File: src/inc/bocr_defines.vh
// Purpose: Constants for the boost one configuration register bank
// Assumes: 25 MHz system clock, Avalon-MM word addressing by byte address
// Notes: Register byte address is four times the register index
`ifndef BOCR_DEFINES_VH
`define BOCR_DEFINES_VH

// ==========================================================
// Register indices and address width
`define BOCR_IDX_FREQ 8'h04
`define BOCR_IDX_RAMP 8'h05
`define BOCR_IDX_WAIT 8'h06
`define BOCR_IDX_STAT 8'h0F
`define BOCR_ADDR_W 8

// ==========================================================
// Field positions and widths
`define BOCR_FREQ_MSB 1
`define BOCR_RAMP_MSB 3
`define BOCR_WAIT_MSB 3
`define BOCR_STAT_WAIT 0
`define BOCR_STAT_RAMP 1
`define BOCR_STAT_RUN 2
`define BOCR_STAT_PIN 3

// ==========================================================
// Reset values
`define BOCR_FREQ_RST 2'h1
`define BOCR_RAMP_RST 4'h0
`define BOCR_WAIT_RST 4'h0

// ==========================================================
// Timing
`define BOCR_CLK_HZ 25000000
`define BOCR_CLK_PERIOD_NS 40
`define BOCR_UNIT_NS 500000
`define BOCR_UNIT_CYCLES (`BOCR_UNIT_NS / `BOCR_CLK_PERIOD_NS)
`define BOCR_STEP_MS 5
`define BOCR_UNITS_PER_STEP 8'd10
`define BOCR_RAMP_CODE0_UNITS 8'd1
`define BOCR_RATE0_HZ 400000
`define BOCR_RATE1_HZ 600000
`define BOCR_RATE2_HZ 800000
`define BOCR_RATE3_HZ 1000000
`define BOCR_RATE0_CYC (`BOCR_CLK_HZ / `BOCR_RATE0_HZ)
`define BOCR_RATE1_CYC (`BOCR_CLK_HZ / `BOCR_RATE1_HZ)
`define BOCR_RATE2_CYC (`BOCR_CLK_HZ / `BOCR_RATE2_HZ)
`define BOCR_RATE3_CYC (`BOCR_CLK_HZ / `BOCR_RATE3_HZ)

`endif

File: src/hdl/bocr_top.v
// Purpose: Boost one configuration registers and start sequencer
// Assumes: Avalon-MM slave, 32-bit data, PANEL_RST_N synchronous to SYS_CLK
// Notes: Wait and ramp settings are taken at each phase start; frequency writes act at once
//
// Functional notes
// Frequency code 0..3 selects 400 kHz, 600 kHz, 800 kHz, 1 MHz switching.
// Ramp code 0 is 0.5 ms; codes 1..15 are 5 ms steps to 75 ms.
// Start waits code times 5 ms after panel reset pin rises.
// Unimplemented upper bits ignore writes and read as zero.
// Frequency, ramp and wait registers at indices 04h-06h are read/write.
//
// Design decision made here: the Avalon-MM interface to the registers.
`include "bocr_defines.vh"

module bocr_top #(
    parameter UNIT_CYCLES = `BOCR_UNIT_CYCLES
) (
    input wire SYS_CLK,
    input wire SYS_RST,
    input wire [7:0] AVS_ADDRESS,
    input wire AVS_READ,
    input wire AVS_WRITE,
    input wire [31:0] AVS_WRITEDATA,
    input wire [3:0] AVS_BYTEENABLE,
    output reg [31:0] AVS_READDATA,
    output reg AVS_WAITREQUEST,
    input wire PANEL_RST_N,
    output reg BOOST_ONE_START,
    output reg BOOST_ONE_RAMPING,
    output reg BOOST_ONE_READY,
    output reg BOOST_ONE_SWITCH_TICK,
    output reg [1:0] BOOST_ONE_SWITCH_RATE
);

localparam [3:0] ST_IDLE = 4'b0001;
localparam [3:0] ST_WAIT = 4'b0010;
localparam [3:0] ST_RAMP = 4'b0100;
localparam [3:0] ST_RUN = 4'b1000;

// ==========================================================
// Switching periods in clock cycles, rounded down
localparam integer RATE0_CYC = `BOCR_RATE0_CYC;
localparam integer RATE1_CYC = `BOCR_RATE1_CYC;
localparam integer RATE2_CYC = `BOCR_RATE2_CYC;
localparam integer RATE3_CYC = `BOCR_RATE3_CYC;

// ==========================================================
// Decoding helpers
function [7:0] rate_cycles;
    input [1:0] code;
    begin
        case (code)
            2'd0: rate_cycles = RATE0_CYC[7:0];
            2'd1: rate_cycles = RATE1_CYC[7:0];
            2'd2: rate_cycles = RATE2_CYC[7:0];
            default: rate_cycles = RATE3_CYC[7:0];
        endcase
    end
endfunction

function [7:0] step_units;
    input [3:0] code;
    begin
        step_units = {4'h0, code} * `BOCR_UNITS_PER_STEP;
    end
endfunction

// ==========================================================
// Register bank
reg [1:0] boost_one_switch_rate;
reg [3:0] boost_one_ramp_time;
reg [3:0] boost_one_power_on_wait;
reg [3:0] state;
reg pin_q;
wire [7:0] idx;
wire req;
wire wr_take;
wire [3:0] status;

assign idx = {2'b00, AVS_ADDRESS[7:2]};
assign req = AVS_READ | AVS_WRITE;
// Write takes effect only on the edge where waitrequest is seen low
assign wr_take = AVS_WRITE & ~AVS_WAITREQUEST & AVS_BYTEENABLE[0];
assign status = {pin_q, state[3], state[2], state[1]};

always @(posedge SYS_CLK or posedge SYS_RST) begin
    if (SYS_RST) begin
        AVS_WAITREQUEST <= 1'b1;
        AVS_READDATA <= 32'h0000_0000;
    end else begin
        // One wait cycle per access, then release
        AVS_WAITREQUEST <= ~(req & AVS_WAITREQUEST);
        if (AVS_READ & AVS_WAITREQUEST) begin
            case (idx)
                `BOCR_IDX_FREQ: AVS_READDATA <= {30'h0000_0000, boost_one_switch_rate};
                `BOCR_IDX_RAMP: AVS_READDATA <= {28'h000_0000, boost_one_ramp_time};
                `BOCR_IDX_WAIT: AVS_READDATA <= {28'h000_0000, boost_one_power_on_wait};
                `BOCR_IDX_STAT: AVS_READDATA <= {28'h000_0000, status};
                default: AVS_READDATA <= 32'h0000_0000;
            endcase
        end
    end
end

always @(posedge SYS_CLK or posedge SYS_RST) begin
    if (SYS_RST) begin
        boost_one_switch_rate <= `BOCR_FREQ_RST;
        boost_one_ramp_time <= `BOCR_RAMP_RST;
        boost_one_power_on_wait <= `BOCR_WAIT_RST;
    end else if (wr_take) begin
        // Upper bits are simply not stored
        case (idx)
            `BOCR_IDX_FREQ: boost_one_switch_rate <= AVS_WRITEDATA[`BOCR_FREQ_MSB:0];
            `BOCR_IDX_RAMP: boost_one_ramp_time <= AVS_WRITEDATA[`BOCR_RAMP_MSB:0];
            `BOCR_IDX_WAIT: boost_one_power_on_wait <= AVS_WRITEDATA[`BOCR_WAIT_MSB:0];
            default: ;
        endcase
    end
end

// ==========================================================
// Start sequencer
reg [3:0] next_state;
reg tmr_start;
reg [7:0] tmr_units;
wire tmr_busy;
wire tmr_done;
wire pin_rise;

// Pin already high when reset ends counts as a rise
assign pin_rise = PANEL_RST_N & ~pin_q;

always @* begin
    next_state = state;
    tmr_start = 1'b0;
    tmr_units = 8'h00;
    case (state)
        ST_IDLE: begin
            if (pin_rise) begin
                next_state = ST_WAIT;
                tmr_start = 1'b1;
                tmr_units = step_units(boost_one_power_on_wait);
            end
        end
        ST_WAIT: begin
            if (tmr_done) begin
                next_state = ST_RAMP;
                tmr_start = 1'b1;
                if (boost_one_ramp_time == 4'h0) begin
                    tmr_units = `BOCR_RAMP_CODE0_UNITS;
                end else begin
                    tmr_units = step_units(boost_one_ramp_time);
                end
            end
        end
        ST_RAMP: begin
            if (tmr_done) begin
                next_state = ST_RUN;
            end
        end
        ST_RUN: next_state = ST_RUN;
        default: next_state = ST_IDLE;
    endcase
    // Pin low at any time drops the converter back to idle
    if (!PANEL_RST_N) begin
        next_state = ST_IDLE;
        tmr_start = 1'b0;
    end
end

bocr_timer #(
    .UNIT_CYCLES(UNIT_CYCLES)
) u_timer (
    .clk(SYS_CLK),
    .rst(SYS_RST),
    .start(tmr_start),
    .abort(~PANEL_RST_N),
    .units(tmr_units),
    .busy(tmr_busy),
    .done(tmr_done)
);

always @(posedge SYS_CLK or posedge SYS_RST) begin
    if (SYS_RST) begin
        state <= ST_IDLE;
        pin_q <= 1'b0;
        BOOST_ONE_START <= 1'b0;
        BOOST_ONE_RAMPING <= 1'b0;
        BOOST_ONE_READY <= 1'b0;
        BOOST_ONE_SWITCH_RATE <= `BOCR_FREQ_RST;
    end else begin
        state <= next_state;
        pin_q <= PANEL_RST_N;
        BOOST_ONE_START <= next_state[2] | next_state[3];
        BOOST_ONE_RAMPING <= next_state[2];
        BOOST_ONE_READY <= next_state[3];
        BOOST_ONE_SWITCH_RATE <= boost_one_switch_rate;
    end
end

// ==========================================================
// Switching tick divider
// Integer divider: 600 kHz comes out slightly fast (41 cycles)
reg [7:0] sw_cnt;

always @(posedge SYS_CLK or posedge SYS_RST) begin
    if (SYS_RST) begin
        sw_cnt <= 8'h00;
        BOOST_ONE_SWITCH_TICK <= 1'b0;
    end else if (!(next_state[2] | next_state[3])) begin
        // Gated like the start output, so no tick outlives it
        sw_cnt <= 8'h00;
        BOOST_ONE_SWITCH_TICK <= 1'b0;
    end else if (sw_cnt >= rate_cycles(boost_one_switch_rate) - 8'h01) begin
        sw_cnt <= 8'h00;
        BOOST_ONE_SWITCH_TICK <= 1'b1;
    end else begin
        sw_cnt <= sw_cnt + 8'h01;
        BOOST_ONE_SWITCH_TICK <= 1'b0;
    end
end

endmodule // bocr_top

File: src/hdl/bocr_timer.v
// Purpose: Counts a number of half-millisecond units, then pulses done
// Assumes: Single clock, start and abort are one-cycle or level requests
// Notes: Zero units completes one cycle after start
`include "bocr_defines.vh"

module bocr_timer #(
    parameter UNIT_CYCLES = `BOCR_UNIT_CYCLES
) (
    input wire clk,
    input wire rst,
    input wire start,
    input wire abort,
    input wire [7:0] units,
    output reg busy,
    output reg done
);

reg [15:0] pre;
reg [7:0] left;

always @(posedge clk or posedge rst) begin
    if (rst) begin
        busy <= 1'b0;
        done <= 1'b0;
        pre <= 16'h0000;
        left <= 8'h00;
    end else if (abort) begin
        busy <= 1'b0;
        done <= 1'b0;
        pre <= 16'h0000;
    end else if (start) begin
        pre <= 16'h0000;
        left <= units;
        busy <= (units != 8'h00);
        done <= (units == 8'h00);
    end else begin
        done <= 1'b0;
        if (busy) begin
            if (pre == UNIT_CYCLES[15:0] - 16'h0001) begin
                pre <= 16'h0000;
                if (left <= 8'h01) begin
                    busy <= 1'b0;
                    done <= 1'b1;
                end else begin
                    left <= left - 8'h01;
                end
            end else begin
                pre <= pre + 16'h0001;
            end
        end
    end
end

endmodule // bocr_timer

File: config.mk
export PLATFORM = sky130hd
export DESIGN_NAME = bocr_top
export DESIGN_NICKNAME = d
export VERILOG_FILES = /design/src/hdl/bocr_top.v /design/src/hdl/bocr_timer.v
export VERILOG_INCLUDE_DIRS = /design/src /design/src/inc
export SDC_FILE = /design/constraint.sdc
export NUM_CORES = 1
export LEC_CHECK = 0
export ABC_AREA = 1
export ABC_CLOCK_PERIOD_IN_PS = 4800
export BUFFER_PORTS_ARGS = -buffer_cell sky130_fd_sc_hd__buf_2
export CAP_MARGIN = 20
export CORE_ASPECT_RATIO = 0.8
export CORE_UTILIZATION = 55
export DETAILED_ROUTE_END_ITERATION = 12
export HOLD_SLACK_MARGIN = 0.1
export PLACE_DENSITY = 0.89
export SYNTH_ARGS = -nofsm -noshare
export SYNTH_HDL_FRONTEND = slang
export SYNTH_SLANG_ARGS = --single-unit
File: constraint.sdc
create_clock -name SYS_CLK -period 4.8 [get_ports SYS_CLK]
set_clock_uncertainty 0.05 [all_clocks]
set_input_delay 0.72 -clock SYS_CLK [delete_from_list [all_inputs] [get_ports SYS_CLK]]
set_output_delay 0.72 -clock SYS_CLK [all_outputs]
set_load 0.01 [all_outputs]
==> results.yml <==
clocking:
  ctsResizeCount: 0
  clock_latency_ns: 0.35
  clkSinkCount: 58
  path_clk_slew_ns: 0.07
  h-tree-depth: 3
  cts-root-buf: "clkbuf_8"
  cts_hold_buf: 0
  clk_path_buf_depth: 2
  cts_tree: "yes"
  post_cts_buffers: 0
  numCtsBuffers: 9
synth:
  yosys_warnings: 0
  yosys.area.top_type: "dfrtp_1"
  syn_area_mm2: 0.003973
  syn_avg_cell_area_um2: 7.669
  synth_compound_area_share_pct: 7.339
  synth_mux_area_share_pct: 0
  synthXorXnorAreaFrac_pct: 2.205
  syn_inst: 518
  ys_types: 45
  synth_top_cell_area_share_pct: 34.02
  synth_seq_cells: 58
  synth_top_family_by_area: "simple AND/OR/NAND/NOR gates"
  synthSimpleGateAreaFrac_pct: 34.05
  synth-adder-area-share_pct: 6.677
  yosysSeqAreaShare_pct: 36.66
  synth_area_leaders: "dfrtp_1 (34%), nand2_1 (13%), nor2_1 (6.2%), ha_1 (5.7%), buf_4 (5.5%)"
timing:
  final_hold_viol_count: 0
  fin_crit_ns: 2.400
  worst_slew_pin_slew_ns: 0.7481
  timing.final.crit_share_pct: 50.01
  fmax_ghz: 0.4166
  setup_viol: 0
  slew_viol_final: 0
  maxSlewHeadroom_pct: 49.86
  final.setup.tns_ns: 0
  rsz0062_at_grt: "no"
power:
  p_int_uw: 833.6
  power_switching_uw: 457.0
  sequentialPowerShare_pct: 45.1
  peakVddDrop_mv: 0.2095
  p_sw_share_pct: 35.41
  p_comb_share_pct: 23.8
  p_clk_share_pct: 31.1
  p_per_area_mw_per_mm2: 305.2
  p_leak_nw: 2.212
setup_path:
  cp_max_fo: 5
  cp-end-kind: "flip-flop"
  rr_endpoint: "u_timer.busy"
  r2r_cells: 11
  cp-start-kind: "flip-flop"
  crit_type: "reg2reg"
  ff2ff_setup_slack_ns: 2.40
  crit_path_cell_trace: "ha_1, ha_1, fa_1, xor2_1, nand2_1, nor2_1, nor2_1, nand2_1, nor2_1, nand2_1, and2_1"
  critPathSlowestCell: "dfrtp_1"
  required_ns: 4.99
  critPathMaxStageDelay_ns: 0.46
  r2r_start: "boost_one_ramp_time[1]"
  crit_arrival_ns: 2.59
flow_run:
  drv_cap: 0
finish:
  final_common_cell: "nand2_1"
  stdcell_count: 643
  final_cell_mix: "nand2_1 (133), nor2_1 (66), inv_1 (56), dfrtp_1 (54), nand3_1 (36)"
  diodes: 0
  syn_to_final_growth_pct: 6.457
  layout.nets: 620
  drive_gt1_share_pct: 13.49
min_path:
  hold_path_depth: 0
  whs_endpoint: "BOOST_ONE_SWITCH_RATE[0]"
  hp-start: "boost_one_switch_rate[0]"
  min_path_type: "reg2reg"
global_route:
  grt_usage_pct: 23.96
  antenna_found_initial: 0
  grt_overflow: 0
  grt_first_pass_wirelength_um: 14530
  grt_pass1_vias: 3318
  grt_max_degree: 59
routing:
  avgRoutedWirePerCell_um: 12.89
  firstDrtPassIters: 5
  drtIter0Drc: 162
  routed_wl_um: 8288
  drc: 0
  vias_per_cell: 5.166
  ant_nets: 0
  via_count: 3322
status:
  outcome: "complete, no violations"
die:
  die_h_um: 78.02
  core_mm2: 0.006925
  ios: 88
  rows: 27
  die_x_um: 97.02
  start_util_pct: 57.36
  dieArea_mm2: 0.007569
place:
  routabilityCongestion: 0.8952
  numPortBuffers: 26
  dp_hpwl_um: 6230
  place_inst: 627
power groups by stage:
stage	registers [mW]	clock network (mW)	logic, mW
floorplan	0.579	0	0.267
global placement	0.587	0	0.284
detailed placement	0.590	0	0.306
CTS	0.581	0.410	0.308
global route	0.589	0.431	0.357
finish	0.582	0.401	0.307
stage by stage:
stage	worst slack [ns]	cell area, µm²	utilization [%]	power (mW)	hold slack, ns
floorplan	2.609	4081	-	0.8462	0.3317
global placement	2.411	4058	58.59	0.8709	0.3461
detailed placement	2.377	4058	58.59	0.8956	0.3468
CTS	2.414	4229	61.07	1.299	0.3560
global route	2.286	4229	61.07	1.377	0.3664
finish	2.400	4229	61.07	1.291	0.3569
cell type report:
| cell class | instances | area (µm²) |
|---|---|---|
| inverters | 62 | 245.2 |
| flip-flops and latches | 58 | 1456 |
| well taps | 87 | 108.9 |
| repair buffers | 27 | 137.6 |
| multi-input cells | 393 | 2110 |
| fillers | 584 | 2696 |
| clock inverters | 6 | 43.79 |
| clock buffers | 10 | 127.6 |
flip-flops by register name, indices dropped and copies added (netlist names):
name / cells
BOOST_ONE_SWITCH_TICK: 1
BOOST_ONE_START: 1
state: 4
pin_q: 1
boost_one_ramp_time: 4
boost_one_power_on_wait: 4
AVS_READDATA: 4
BOOST_ONE_SWITCH_RATE: 2
u_timer.busy: 1
AVS_WAITREQUEST: 1
boost_one_switch_rate: 2
sw_cnt: 8
u_timer.left: 8
u_timer.done: 1
u_timer.pre: 16
critical path: cells and delay by family, from the launching register on:
family / cells / cell delay (ns)
adder cells (fa/ha/maj): 3 / 0.93
AND/OR/NAND/NOR: 7 / 0.67
flip-flops: 1 / 0.46
XOR/XNOR: 1 / 0.17
Yosys cell counts:
master / n
nand2_1: 133
nor2_1: 66
inv_1: 57
dfrtp_1: 54
nand3_1: 36
buf_4: 29
o21ai_0: 26
ha_1: 18
nor3_1: 10
a21oi_1: 9
o21ai_1: 9
nand4_1: 8
xor2_1: 7
dfstp_2: 4
inv_2: 4
buf_6: 3
nand2_2: 3
nand2_4: 3
nand2_8: 3
nand3b_1: 3
o21a_1: 3
xnor2_1: 3
and2_1: 2
fa_1: 2
nand4_4: 2
nor2_4: 2
a21oi_2: 1
a21oi_4: 1
buf_8: 1
clkbuf_1: 1
clkinv_8: 1
conb_1: 1
nand3_2: 1
nand3_4: 1
nand4_2: 1
nor2_2: 1
nor2_8: 1
nor3_2: 1
nor3_4: 1
nor3b_1: 1
nor4_1: 1
o211ai_1: 1
o21ai_2: 1
o31ai_1: 1
or2_0: 1
routing by layer:
layer	vias to the layer above	wire length (µm)	share of wire [%]	track usage (%)
li1	1658	-	-	-
met1	1550	3667	44	29.46
met5	-	0	0	0
met3	12	425	5.1	6.500
met4	0	123	1.5	11.04
met2	102	4072	49	39.58
kinds of logic (layout without fill, tap and decap cells):
family                     count (synthesis)  count (layout)
DFF                                       58              58
adders and majority gates                 20              20
and+or+nand+nor                          281             281
AOI/OAI and AO/OA                         52              52
xor gates and xnor gates                  10              10
buffers and inverters                     96             105
other                                      1              30
worst max path at each step:
stage,endpoint,start
floorplan,AVS_READDATA[0],SYS_RST
global placement,u_timer.pre[7],PANEL_RST_N
detailed placement,u_timer.pre[7],PANEL_RST_N
CTS,u_timer.busy,boost_one_ramp_time[1]
global route,u_timer.busy,boost_one_ramp_time[1]
finish,u_timer.busy,boost_one_ramp_time[1]
Power figures use the tool's default switching activity.
